**src/include/vdphp_regs.svh**
```systemverilog
// Constants of the video processor host port
`ifndef VDPHP_REGS_SVH
`define VDPHP_REGS_SVH
`define VDPHP_REG_MODE0 3'h0
`define VDPHP_REG_MODE1 3'h1
`define VDPHP_REG_NAME 3'h2
`define VDPHP_REG_COLOR 3'h3
`define VDPHP_REG_PATTERN 3'h4
`define VDPHP_REG_SPR_ATTR 3'h5
`define VDPHP_REG_SPR_PAT 3'h6
`define VDPHP_REG_TEXT_COL 3'h7
`define VDPHP_IRQ_EN_BIT 5
`define VDPHP_ST_FRAME_BIT 7
`define VDPHP_ST_FIFTH_BIT 6
`define VDPHP_ST_COLL_BIT 5
`define VDPHP_REG_RESET 8'h00
`define VDPHP_MAX_SPR_LINE 4
`endif

```
**src/include/vdphp_pkg.sv**
```systemverilog
// Types of the video processor host port
package vdphp_pkg;
    typedef struct packed {
        logic [13:0] addr;
        logic [7:0] data;
        logic write;
    } vdphp_mem_req_t;
    typedef struct packed {
        logic frame_end;
        logic fifth;
        logic [4:0] fifth_num;
        logic collision;
    } vdphp_event_t;
    typedef enum logic [1:0] {
        VDPHP_IDLE = 2'b00,
        VDPHP_READ_WAIT = 2'b01,
        VDPHP_PREFETCH = 2'b10
    } vdphp_state_t;
endpackage

```
**src/rtl/vdphp_buf2.sv**
```systemverilog
// Two-entry valid/ready buffer
`timescale 1ns/1ns
module vdphp_buf2 #(
    parameter int WIDTH = 8
) (
    input wire logic i_clk_sys,
    input wire logic i_reset_n,
    input wire logic i_ce,
    input wire logic i_valid,
    output logic o_ready,
    input wire logic [WIDTH-1:0] i_data,
    output logic o_valid,
    input wire logic i_ready,
    output logic [WIDTH-1:0] o_data
);
    logic [WIDTH-1:0] mem [0:1];
    logic rd_ptr;
    logic wr_ptr;
    logic [1:0] count;
    logic push;
    logic pop;

    assign push = i_valid && (count != 2'd2);
    assign pop = o_valid && i_ready;

    always_ff @(posedge i_clk_sys or negedge i_reset_n) begin
        if (!i_reset_n) begin
            rd_ptr <= 1'b0;
            wr_ptr <= 1'b0;
            count <= 2'd0;
        end else if (i_ce) begin
            if (push) begin
                wr_ptr <= ~wr_ptr;
            end
            if (pop) begin
                rd_ptr <= ~rd_ptr;
            end
            count <= count + {1'b0, push} - {1'b0, pop};
        end
    end

    always_ff @(posedge i_clk_sys) begin
        if (i_ce && push) begin
            mem[wr_ptr] <= i_data;
        end
    end

    always_ff @(posedge i_clk_sys or negedge i_reset_n) begin
        if (!i_reset_n) begin
            o_valid <= 1'b0;
            o_ready <= 1'b1;
            o_data <= '0;
        end else if (i_ce) begin
            o_valid <= (count + {1'b0, push} - {1'b0, pop}) != 2'd0;
            o_ready <= (count + {1'b0, push} - {1'b0, pop}) != 2'd2;
            if (pop || !o_valid) begin
                if (count == 2'd0) begin
                    o_data <= i_data;
                end else if (pop && count == 2'd2) begin
                    o_data <= mem[~rd_ptr];
                end else if (pop) begin
                    o_data <= i_data;
                end else begin
                    o_data <= mem[rd_ptr];
                end
            end
        end
    end
endmodule

```
**src/rtl/vdphp_host_port.sv**
```systemverilog
// Host port of the video display processor
`timescale 1ns/1ns
`include "vdphp_regs.svh"

// Summary of operation
// - Name base low four bits give top video memory address bits.
// - Colour base holds top eight colour table address bits, mode one.
// - Pattern base low three bits give pattern table top bits.
// - Sprite attribute base low seven bits give its top bits.
// - Sprite pattern base low three bits give its top bits.
// - Text mode: upper nibble set pixels, lower nibble clear and backdrop.
// - Colours are four-bit codes; zero transparent, one black, F white.
// - Frame end with enable set drives interrupt low and sets flag.
// - Five sprites on a line with frame flag clear set fifth flag.
// - Fifth sprite plane number kept in status low five bits.
// - Overlapping opaque pixels of two sprites set collision flag.
// - Status flags stay set until reset or status read.
// - Register write: data byte, then 1,0000 and register number.
// - Data captured on write strobe rising edge.
// - Bus driven only while read strobe is low.
// - Address bytes low then 01 plus high bits; data follows.
// - Address pointer increments after every data byte; no step here for a byte met with request buffer full or prefetch pending.
// - Read setup uses 00 top bits; data returned on read strobe.
// - Only four highest-priority sprites shown per line.
module vdphp_host_port (
    input wire logic i_clk_sys,
    input wire logic i_reset_n,
    input wire logic i_ce,
    input wire logic i_write_strobe_n,
    input wire logic i_read_strobe_n,
    input wire logic i_mode,
    input wire logic [7:0] i_data,
    output logic [7:0] o_data,
    output logic o_data_oe,
    input wire vdphp_pkg::vdphp_event_t i_event,
    input wire logic [5:0] i_line_sprite_count,
    output logic o_irq_n,
    output logic [7:0] o_mode0,
    output logic [7:0] o_mode1,
    output logic [3:0] o_name_base,
    output logic [7:0] o_color_base,
    output logic [2:0] o_pattern_base,
    output logic [6:0] o_sprite_attr_base,
    output logic [2:0] o_sprite_pat_base,
    output logic [3:0] o_fg_colour,
    output logic [3:0] o_backdrop_colour,
    output logic [2:0] o_shown_sprites,
    output logic o_mem_req_valid,
    input wire logic i_mem_req_ready,
    output vdphp_pkg::vdphp_mem_req_t o_mem_req,
    input wire logic i_mem_rd_valid,
    input wire logic [7:0] i_mem_rd_data
);
    import vdphp_pkg::*;

    logic [2:0] wr_sync;
    logic [2:0] rd_sync;
    logic [2:0] md_sync;
    logic wr_n;
    logic rd_n;
    logic mode_q;
    logic mode_now;
    logic wr_rise;
    logic rd_fall;
    logic rd_rise;
    logic [7:0] wr_data;
    logic first_byte;
    logic [7:0] held_byte;
    logic [13:0] addr_ptr;
    logic [7:0] status;
    logic [7:0] read_latch;
    logic [7:0] mem_rd_buf;
    logic status_read;
    vdphp_state_t state;
    vdphp_state_t next_state;
    vdphp_mem_req_t buf_in;
    logic buf_in_valid;
    logic buf_in_ready;
    logic [4:0] max_shown;

    // Three-stage sampling of pins
    always_ff @(posedge i_clk_sys or negedge i_reset_n) begin
        if (!i_reset_n) begin
            wr_sync <= 3'h7;
            rd_sync <= 3'h7;
            md_sync <= 3'h7;
        end else if (i_ce) begin
            wr_sync <= {wr_sync[1:0], i_write_strobe_n};
            rd_sync <= {rd_sync[1:0], i_read_strobe_n};
            md_sync <= {md_sync[1:0], i_mode};
        end
    end

    // Debounced levels, change once stages two and three agree
    always_ff @(posedge i_clk_sys or negedge i_reset_n) begin
        if (!i_reset_n) begin
            wr_n <= 1'b1;
            rd_n <= 1'b1;
            mode_q <= 1'b1;
        end else if (i_ce) begin
            if (wr_sync[1] == wr_sync[2]) begin
                wr_n <= wr_sync[2];
            end
            if (rd_sync[1] == rd_sync[2]) begin
                rd_n <= rd_sync[2];
            end
            if (md_sync[1] == md_sync[2]) begin
                mode_q <= md_sync[2];
            end
        end
    end

    assign wr_rise = !wr_n && wr_sync[1] && wr_sync[2];
    assign rd_fall = rd_n && !rd_sync[1] && !rd_sync[2];
    assign rd_rise = !rd_n && rd_sync[1] && rd_sync[2];
    // Mode in step with the strobe stages: the pin may move with the strobe
    assign mode_now = (md_sync[1] == md_sync[2]) ? md_sync[2] : mode_q;

    // Data held while the strobe is low, taken at its rising edge
    always_ff @(posedge i_clk_sys or negedge i_reset_n) begin
        if (!i_reset_n) begin
            wr_data <= 8'h00;
        end else if (i_ce && !wr_sync[2]) begin
            wr_data <= i_data;
        end
    end

    // Control port byte pairing
    always_ff @(posedge i_clk_sys or negedge i_reset_n) begin
        if (!i_reset_n) begin
            first_byte <= 1'b1;
            held_byte <= 8'h00;
        end else if (i_ce) begin
            if (wr_rise && mode_q) begin
                first_byte <= ~first_byte;
                if (first_byte) begin
                    held_byte <= wr_data;
                end
            end else if (rd_fall) begin
                first_byte <= 1'b1;
            end
        end
    end

    // Setup registers
    always_ff @(posedge i_clk_sys or negedge i_reset_n) begin
        if (!i_reset_n) begin
            o_mode0 <= `VDPHP_REG_RESET;
            o_mode1 <= `VDPHP_REG_RESET;
            o_name_base <= 4'h0;
            o_color_base <= `VDPHP_REG_RESET;
            o_pattern_base <= 3'h0;
            o_sprite_attr_base <= 7'h00;
            o_sprite_pat_base <= 3'h0;
            o_fg_colour <= 4'h0;
            o_backdrop_colour <= 4'h0;
        end else if (i_ce && wr_rise && mode_q && !first_byte &&
                     wr_data[7] && wr_data[6:3] == 4'h0) begin
            case (wr_data[2:0])
                `VDPHP_REG_MODE0: o_mode0 <= held_byte;
                `VDPHP_REG_MODE1: o_mode1 <= held_byte;
                `VDPHP_REG_NAME: o_name_base <= held_byte[3:0];
                `VDPHP_REG_COLOR: o_color_base <= held_byte;
                `VDPHP_REG_PATTERN: o_pattern_base <= held_byte[2:0];
                `VDPHP_REG_SPR_ATTR: begin
                    o_sprite_attr_base <= held_byte[6:0];
                end
                `VDPHP_REG_SPR_PAT: o_sprite_pat_base <= held_byte[2:0];
                `VDPHP_REG_TEXT_COL: begin
                    o_fg_colour <= held_byte[7:4];
                    o_backdrop_colour <= held_byte[3:0];
                end
                default: o_mode0 <= o_mode0;
            endcase
        end
    end

    // Address pointer: set by two control bytes, steps per data write accepted in IDLE and per prefetched byte
    always_ff @(posedge i_clk_sys or negedge i_reset_n) begin
        if (!i_reset_n) begin
            addr_ptr <= 14'h0000;
        end else if (i_ce) begin
            if (wr_rise && mode_q && !first_byte && !wr_data[7]) begin
                addr_ptr <= {wr_data[5:0], held_byte};
            end else if (wr_rise && !mode_q && buf_in_ready &&
                         state == VDPHP_IDLE) begin
                addr_ptr <= addr_ptr + 14'h0001;
            end else if (state == VDPHP_READ_WAIT && i_mem_rd_valid) begin
                addr_ptr <= addr_ptr + 14'h0001;
            end
        end
    end

    // Memory access sequencer: prefetch after read setup and each data read that ends in IDLE
    always_comb begin
        next_state = state;
        buf_in_valid = 1'b0;
        buf_in.addr = addr_ptr;
        buf_in.data = wr_data;
        buf_in.write = 1'b0;
        case (state)
            VDPHP_IDLE: begin
                if (wr_rise && !mode_q) begin
                    buf_in_valid = 1'b1;
                    buf_in.write = 1'b1;
                end
            end
            VDPHP_PREFETCH: begin
                buf_in_valid = 1'b1;
                if (buf_in_ready) begin
                    next_state = VDPHP_READ_WAIT;
                end
            end
            VDPHP_READ_WAIT: begin
                if (i_mem_rd_valid) begin
                    next_state = VDPHP_IDLE;
                end
            end
            default: next_state = VDPHP_IDLE;
        endcase
    end

    always_ff @(posedge i_clk_sys or negedge i_reset_n) begin
        if (!i_reset_n) begin
            state <= VDPHP_IDLE;
        end else if (i_ce) begin
            if (wr_rise && mode_q && !first_byte &&
                wr_data[7:6] == 2'b00) begin
                state <= VDPHP_PREFETCH;
            end else if (rd_rise && !mode_q && state == VDPHP_IDLE) begin
                state <= VDPHP_PREFETCH;
            end else begin
                state <= next_state;
            end
        end
    end

    always_ff @(posedge i_clk_sys or negedge i_reset_n) begin
        if (!i_reset_n) begin
            mem_rd_buf <= 8'h00;
        end else if (i_ce && state == VDPHP_READ_WAIT && i_mem_rd_valid) begin
            mem_rd_buf <= i_mem_rd_data;
        end
    end

    vdphp_buf2 #(
        .WIDTH($bits(vdphp_mem_req_t))
    ) u_req_buf (
        .i_clk_sys(i_clk_sys),
        .i_reset_n(i_reset_n),
        .i_ce(i_ce),
        .i_valid(buf_in_valid),
        .o_ready(buf_in_ready),
        .i_data(buf_in),
        .o_valid(o_mem_req_valid),
        .i_ready(i_mem_req_ready),
        .o_data(o_mem_req)
    );

    assign status_read = rd_rise && mode_q;

    // Status flags: frame and collision events win over a clearing read; a fifth event is lost while the frame or fifth flag is set
    always_ff @(posedge i_clk_sys or negedge i_reset_n) begin
        if (!i_reset_n) begin
            status <= 8'h00;
        end else if (i_ce) begin
            // Only flags the host has seen are cleared
            if (status_read) begin
                status[7:5] <= status[7:5] & ~read_latch[7:5];
            end
            if (i_event.frame_end) begin
                status[`VDPHP_ST_FRAME_BIT] <= 1'b1;
            end
            if (i_event.fifth && !status[`VDPHP_ST_FRAME_BIT] &&
                !status[`VDPHP_ST_FIFTH_BIT]) begin
                status[`VDPHP_ST_FIFTH_BIT] <= 1'b1;
                status[4:0] <= i_event.fifth_num;
            end else if (status_read && read_latch[`VDPHP_ST_FIFTH_BIT]) begin
                status[4:0] <= 5'h00;
            end
            if (i_event.collision) begin
                status[`VDPHP_ST_COLL_BIT] <= 1'b1;
            end
        end
    end

    always_ff @(posedge i_clk_sys or negedge i_reset_n) begin
        if (!i_reset_n) begin
            o_irq_n <= 1'b1;
        end else if (i_ce) begin
            // A new frame in the clearing cycle keeps the line low
            o_irq_n <= !(o_mode1[`VDPHP_IRQ_EN_BIT] &&
                         (status[`VDPHP_ST_FRAME_BIT] &&
                          !(status_read && read_latch[`VDPHP_ST_FRAME_BIT]) ||
                          i_event.frame_end));
        end
    end

    // Read data latched at strobe fall, driven while strobe is low
    always_ff @(posedge i_clk_sys or negedge i_reset_n) begin
        if (!i_reset_n) begin
            read_latch <= 8'h00;
        end else if (i_ce && rd_fall) begin
            if (mode_now) begin
                read_latch <= status;
            end else begin
                read_latch <= mem_rd_buf;
            end
        end
    end

    always_ff @(posedge i_clk_sys or negedge i_reset_n) begin
        if (!i_reset_n) begin
            o_data <= 8'h00;
            o_data_oe <= 1'b0;
        end else if (i_ce) begin
            if (!rd_fall) begin
                o_data <= read_latch;
            end else if (mode_now) begin
                o_data <= status;
            end else begin
                o_data <= mem_rd_buf;
            end
            o_data_oe <= !rd_sync[1] && !rd_sync[2] ||
                         (!rd_n && !(rd_sync[1] && rd_sync[2]));
        end
    end

    // Sprite display limit per line
    assign max_shown = 5'(`VDPHP_MAX_SPR_LINE);
    always_ff @(posedge i_clk_sys or negedge i_reset_n) begin
        if (!i_reset_n) begin
            o_shown_sprites <= 3'h0;
        end else if (i_ce) begin
            if (i_line_sprite_count > {1'b0, max_shown}) begin
                o_shown_sprites <= max_shown[2:0];
            end else begin
                o_shown_sprites <= i_line_sprite_count[2:0];
            end
        end
    end
endmodule

```
**config.mk**
```make
export PLATFORM = sky130hd
export DESIGN_NAME = vdphp_host_port
export DESIGN_NICKNAME = d
export VERILOG_FILES = /design/src/include/vdphp_pkg.sv /design/src/rtl/vdphp_buf2.sv /design/src/rtl/vdphp_host_port.sv
export VERILOG_INCLUDE_DIRS = /design/src /design/src/include
export SDC_FILE = /design/constraint.sdc
export NUM_CORES = 1
export LEC_CHECK = 0
export ABC_AREA = 1
export BUFFER_PORTS_ARGS = -buffer_cell sky130_fd_sc_hd__buf_2
export CAP_MARGIN = 10
export CORE_UTILIZATION = 60
export CTS_BUF_LIST = sky130_fd_sc_hd__clkbuf_8
export CTS_CLUSTER_DIAMETER = 60
export DETAILED_ROUTE_END_ITERATION = 8
export HOLD_SLACK_MARGIN = 0.15
export PLACE_DENSITY = 0.9
export SLEW_MARGIN = 10
export SYNTH_ARGS = -nofsm -noshare
export SYNTH_HDL_FRONTEND = slang
export SYNTH_SLANG_ARGS = --single-unit
```
**constraint.sdc**
```tcl
create_clock -name i_clk_sys -period 3.16 [get_ports i_clk_sys]
set_input_delay 0.632 -clock i_clk_sys [delete_from_list [all_inputs] [get_ports i_clk_sys]]
set_output_delay 0.632 -clock i_clk_sys [all_outputs]
set_load 0.005 [all_outputs]
```
# Word level (Yosys, flattened, before mapping)
# Memories as Yosys holds them, arrays and structs flattened.
# Index checks and enable logic that the tools add are counted.
[classes]
addsub = 3
magnitude_cmp = 1
eq_ne = 18
mux = 28
bitwise = 5
n_reduce_logical = 89
[ops]
columns = ["operator", "count"]
rows = [
  ["23-bit two-way mux", 3],
  ["14-bit two-way mux", 3],
  ["1-bit logical AND", 39],
  ["2-bit AND reduction", 19],
  ["8-bit two-way mux", 2],
  ["14-bit by 1-bit adder with 14-bit output (second input constant)", 1],
  ["1-bit logical NOT", 14],
  ["3-bit equality test (second input constant)", 4],
  ["2-bit nonzero test", 6],
  ["1-bit two-way mux", 10],
  ["5-bit two-way mux", 2],
  ["2-bit two-way mux", 4],
  ["3-bit by 2-bit equality test with 1-bit output (second input constant)", 2],
  ["6-bit by 3-bit > comparator with 1-bit output (second input constant)", 1],
  ["2-bit logical NOT", 3],
  ["3-bit two-way mux", 2],
  ["2-bit case mux with 3 select lines", 1],
  ["2-bit equality test (second input constant)", 2],
  ["4-bit logical NOT", 1],
  ["2-bit inequality test (second input constant)", 2],
  ["4-bit by 3-bit inequality test with 1-bit output (second input constant)", 1],
  ["4-bit inequality test (second input constant)", 1],
  ["4-bit AND reduction", 1],
  ["3-bit AND", 1],
  ["other kinds (13)", 19],
]
[totals]
regBits = 160
mem_bits_rw = 46
output_inout_bits = 86
word_cells = 181
n_memories = 1
[mem_list]
columns = ["name", "words", "width", "read_ports", "rd_ports_with_merged_regs", "wr", "line_no", "rtl"]
rows = [
  ["u_req_buf.mem", 2, 23, 2, 0, 1, "vdphp_buf2.sv:16", "logic [WIDTH-1:0] mem [0:1];"],
]

# Longest topological paths before layout
[logic_depth]
depth_word = 10
mapped_depth = 10
depth_no_buf = 10

# By module
# A second synthesis with hierarchy kept.
[unflattened]
cells_unflattened = 1132
area_unflattened_um2 = 9710.6
[modules_own_cells]
columns = ["mod", "instances", "cells_per_inst", "area_each_um2", "seq_area_each_um2"]
rows = [
  ["vdphp_host_port", 1, 666, 5830.6, 3295.7],
  ["vdphp_buf2", 1, 466, 3880.0, 2108.3],
]

# Least setup slack after synthesis
# Ideal clock, no wire load.
[synth_path]
kind = "input -> register"
startpoint = "in i_ce"
endpoint = "mem u_req_buf.mem[0][0] (netlist name), enable pin"
setup_time_ns = 0.403
t_arrival_ns = 2.235
slack_ns = 0.522
cell_stages = 4
n_path_buf = 2
path_cell_list = "buf_2 buf_1 nand3b_1 nor2_1"
[synth_between]
elab_chain_cells = 3
[synth_rtl]
columns = ["element", "line_no", "rtl"]
rows = [
  ["start: declaration", "vdphp_host_port.sv:28", "input wire logic i_ce,"],
  ["1-bit logical AND", "vdphp_buf2.sv:43", "if (i_ce && push) begin"],
  ["1-bit two-way mux", "vdphp_buf2.sv:43", ""],
  ["1-bit two-way mux (not written as such)", "vdphp_buf2.sv:44", "mem[wr_ptr] <= i_data;"],
  ["end: declaration", "vdphp_buf2.sv:16", ""],
]
# Every way passes these cells.

# Final worst setup path
[layout_path]
startpoint = "reg rd_n"
endpoint = "reg read_latch[1]"
[layout_between]
elab_chain_cells = 3
[layout_rtl]
columns = ["element", "line_no", "rtl"]
rows = [
  ["start: declaration", "vdphp_host_port.sv:60", "logic rd_n;"],
  ["start signal: assignment", "vdphp_host_port.sv:105", "rd_n <= rd_sync[2];"],
  ["1-bit logical AND (2 in series)", "vdphp_host_port.sv:114", "assign rd_fall = rd_n && !rd_sync[1] && !rd_sync[2];"],
  ["1-bit logical AND", "vdphp_host_port.sv:303", "end else if (i_ce && rd_fall) begin"],
  ["end signal: assignment", "vdphp_host_port.sv:305", "read_latch <= status;"],
  ["end signal: assignment", "vdphp_host_port.sv:307", "read_latch <= mem_rd_buf;"],
  ["end: declaration", "vdphp_host_port.sv:71", "logic [7:0] read_latch;"],
]
# Every way passes these cells.
# A chain may end at the register's enable or synchronous reset.

==> summary.txt <==
Clocking
  • Post-CTS Resized: 0
  • Clock sink count: 206
  • Clock slew at reported path FFs: 0.06 ns
  • H-Tree Depth: 2
  • Setup bufs post-CTS: 0
  • Latest clock arrival within the worst-skew pair: 0.52 ns
  • Clock buffer depth: 3
  • TritonCTS buffer count: 34
  • CTS tree: done
  • Root Buffer: clkbuf_8

Logic synthesis
  • Seq/Total Area, Yosys: 0.582
  • Net Count, Synth: 1067
  • EDFF count, synth: 46
  • Yosys reg bits: 206
  • Cell count after synthesis: 1024
  • Top FF cell, synth: dfrtp_1
  • Synth Area per Inst: 9.06 sq um
  • Cell taking the most area after synthesis: dfrtp_1
  • Yosys cell types: 36
  • Ys async rst share: 0.777
  • Synth warn: 0
  • Synth area leaders: dfrtp_1 (39%), edfxtp_1 (15%), nand2_1 (11%)
  • Post-synth top area share: 0.391
  • Syn Std Cell Area: 9280 sq um

Floorplan
  • Die X: 126 microns
  • Rows: 45
  • Initial core utilization: 0.613
  • Die area: 16000 sq um
  • Die H: 126 microns
  • Num ports: 124
  • Core area: 15100 sq um

Global route
  • Grt ovf: 0
  • Vias in the first global route: 7366
  • Largest net degree at the start of global routing: 68
  • Number of antenna violations at the first check in global routing: 1
  • Total track usage: 0.280
  • First-pass GRT wire length: 35.4 mm

Flow run
  • Max Cap Violations: 0

Layout
  • Most flops, register: u_req_buf.mem
  • Non-filler instance count after layout: 1370
  • Flip-flop and latch area: 5400 sq um
  • # diodes: 0
  • Area delta synth->final: 15.6%
  • Share of layout cells above drive strength 1: 0.204
  • Multi-input gate area: 3400 sq um
  • Largest regs: u_req_buf.mem x46, u_req_buf.o_data x23, addr_ptr x14
  • Max FFs per register: 46
  • Fill count: 1131
  • Nets: 1199

STA
  • Slew margin rel.: 0.228
  • Final setup vio count: 0
  • Period utilization: 0.684
  • Final TNS setup: 0 ns
  • Tmin final: 2.16 ns
  • Fin. max-slew vios: 0
  • Unrepaired setup endpoints after global routing: false
  • Worst-Margin Slew: 1.15 ns
  • Final clock skew: 0.0268 ns
  • F_max: 0.463 GHz
  • Final Hold Fails: 0

Power
  • Leakage: 5.05 nW
  • Maximum vdd drop: 0.579 mV
  • PD cells: 746 nW/um^2
  • PnR Total Power: 8.00 mW

Route
  • Drt pass-1 iters: 6
  • DRC viols: 0
  • Vias: 7721
  • Post-DRT Antenna Nets: 0
  • Initial drt markers: 599
  • Routed wire length: 21.7 mm
  • Post-DR wirelength/cell: 15.8 microns
  • Via-to-Cell Ratio: 5.64

Place
  • Inst Count DP: 1307
  • DP Wirelength: 14.3 mm
  • RePlAce Congestion: 0.852
  • Port-buffer cells: 123

Critical path
  • Crit start category: flip-flop
  • Critical Path Fanout Max: 14
  • Critical Path AT: 2.58 ns
  • Reg2Reg Depth: 6
  • Critical path type: flip-flop to flip-flop
  • Required @ worst endpoint: 3.58 ns
  • Critical Path End Type: flip-flop

Worst hold path
  • Hold depth: 3
  • Class of the worst hold path: input port to flip-flop

Status
  • Status: finished clean
==> worst paths after layout <==
| path | to | slack, ns | startpoint |
|---|---|---|---|
| hold / removal | md_sync[0]$_DFFE_PN1P_ | 0.31 | i_mode |
| min in group asynchronous | u_req_buf.o_data[8]$_DFFE_PN0P_ | 0.69 | i_reset_n |
| setup / recovery | read_latch[1]$_DFFE_PN0P_ | 1.0 | rd_n$_DFFE_PN1P_ |
| setup reg to reg | read_latch[1]$_DFFE_PN0P_ | 1.0 | rd_n$_DFFE_PN1P_ |
| hold reg to reg | md_sync[0]$_DFFE_PN1P_ | 0.47 | md_sync[0]$_DFFE_PN1P_ |
| max in group asynchronous | first_byte$_DFFE_PN1P_ | 1.73 | i_reset_n |
==> per-stage QoR <==
step           instance area, sq um  setup slack, ns  hold slack [ns]   util
2_1_floorplan                  9280            0.522            0.336      -
3_3_place_gp                  10100             1.08            0.454  0.664
3_5_place_dp                  10100             1.00            0.463  0.664
5_1_grt                       10700            0.910            0.305  0.708
6_report                      10700            0.999            0.311  0.708
4_1_cts                       10700             1.04            0.285  0.708
==> layer usage <==
layer / routed length, microns / global-route usage / up-vias
li1: - / - / 3668
met1: 9090 / 0.374 / 3680
met2: 10500 / 0.454 / 328
met3: 1730 / 0.0628 / 45
met4: 352 / 0.0978 / 0
met5: 0 / 0 / -
==> critical path, stage by stage (launching register included) <==
cell      delay (ns)
dfstp_2         0.54
inv_1           0.06
nor3_2          0.29
inv_1           0.21
nor2_2          0.51
o211ai_1        0.27
o21ai_0         0.18
==> layout make-up <==
type,count,share of cell area
repair buffers,139,0.0717
flip-flops and latches,206,0.504
well taps,188,0.0219
clock buffers,42,0.0539
inverters,68,0.0238
multi-input cells,707,0.317
clock inverters,20,0.00793
==> cell usage after synthesis, types with 2 or more instances <==
cell      number
a21oi_1       81
buf_1          6
buf_2         12
buf_6          6
clkbuf_1      19
dfrtp_1      145
dfstp_2       15
edfxtp_1      46
ha_1           5
inv_1         65
inv_2          3
nand2_1      260
nand3_1       38
nand3_2        4
nand3_4        5
nand3b_1       4
nand4_1        6
nor2_1       115
nor3_1         2
o211ai_1      15
o21ai_0      109
o21ai_1       23
o21ai_2       19
o22ai_1        2
xnor2_1        2
xor2_1         7
==> where the power goes <==
group	total (mW)	internal (mW)	leakage [nW]	switching, mW
registers	3.67	3.29	2.42	0.378
clock network	2.25	1.21	0.386	1.05
logic	2.08	0.735	2.25	1.34
==> kinds of logic (layout without fill, tap and decap cells) <==
logic type	Yosys count	after routing	synth area share
AOI/OAI and AO/OA	251	251	0.148
xor gates and xnor gates	9	9	0.00849
adders and majority gates	5	5	0.00674
buffers and inverters	111	269	0.0514
DFF	206	206	0.582
and+or+nand+nor	442	442	0.203
==> what timing repair did <==
item	CTS	global route
hold buffers	1	0
hold endpoints to repair	44	0
endpoints found under the setup margin	0	0
==> layout by cell type (no fill, tap or decap), types with 6 or more instances in the layout <==
cell type / netlist / final
edfxtp_1: 46 / 46
o211ai_1: 15 / 15
o21ai_1: 23 / 23
clkinv_2: 0 / 8
buf_4: 0 / 13
o21ai_2: 19 / 19
o21ai_0: 109 / 109
nand4_1: 6 / 6
nand3_1: 38 / 38
dfrtp_1: 145 / 145
nand2_1: 260 / 260
inv_1: 65 / 74
buf_2: 12 / 122
dfstp_2: 15 / 15
xor2_1: 7 / 7
clkbuf_8: 0 / 42
a21oi_1: 81 / 81
nor2_1: 115 / 115
No activity file was read; power rests on OpenSTA's default activity.
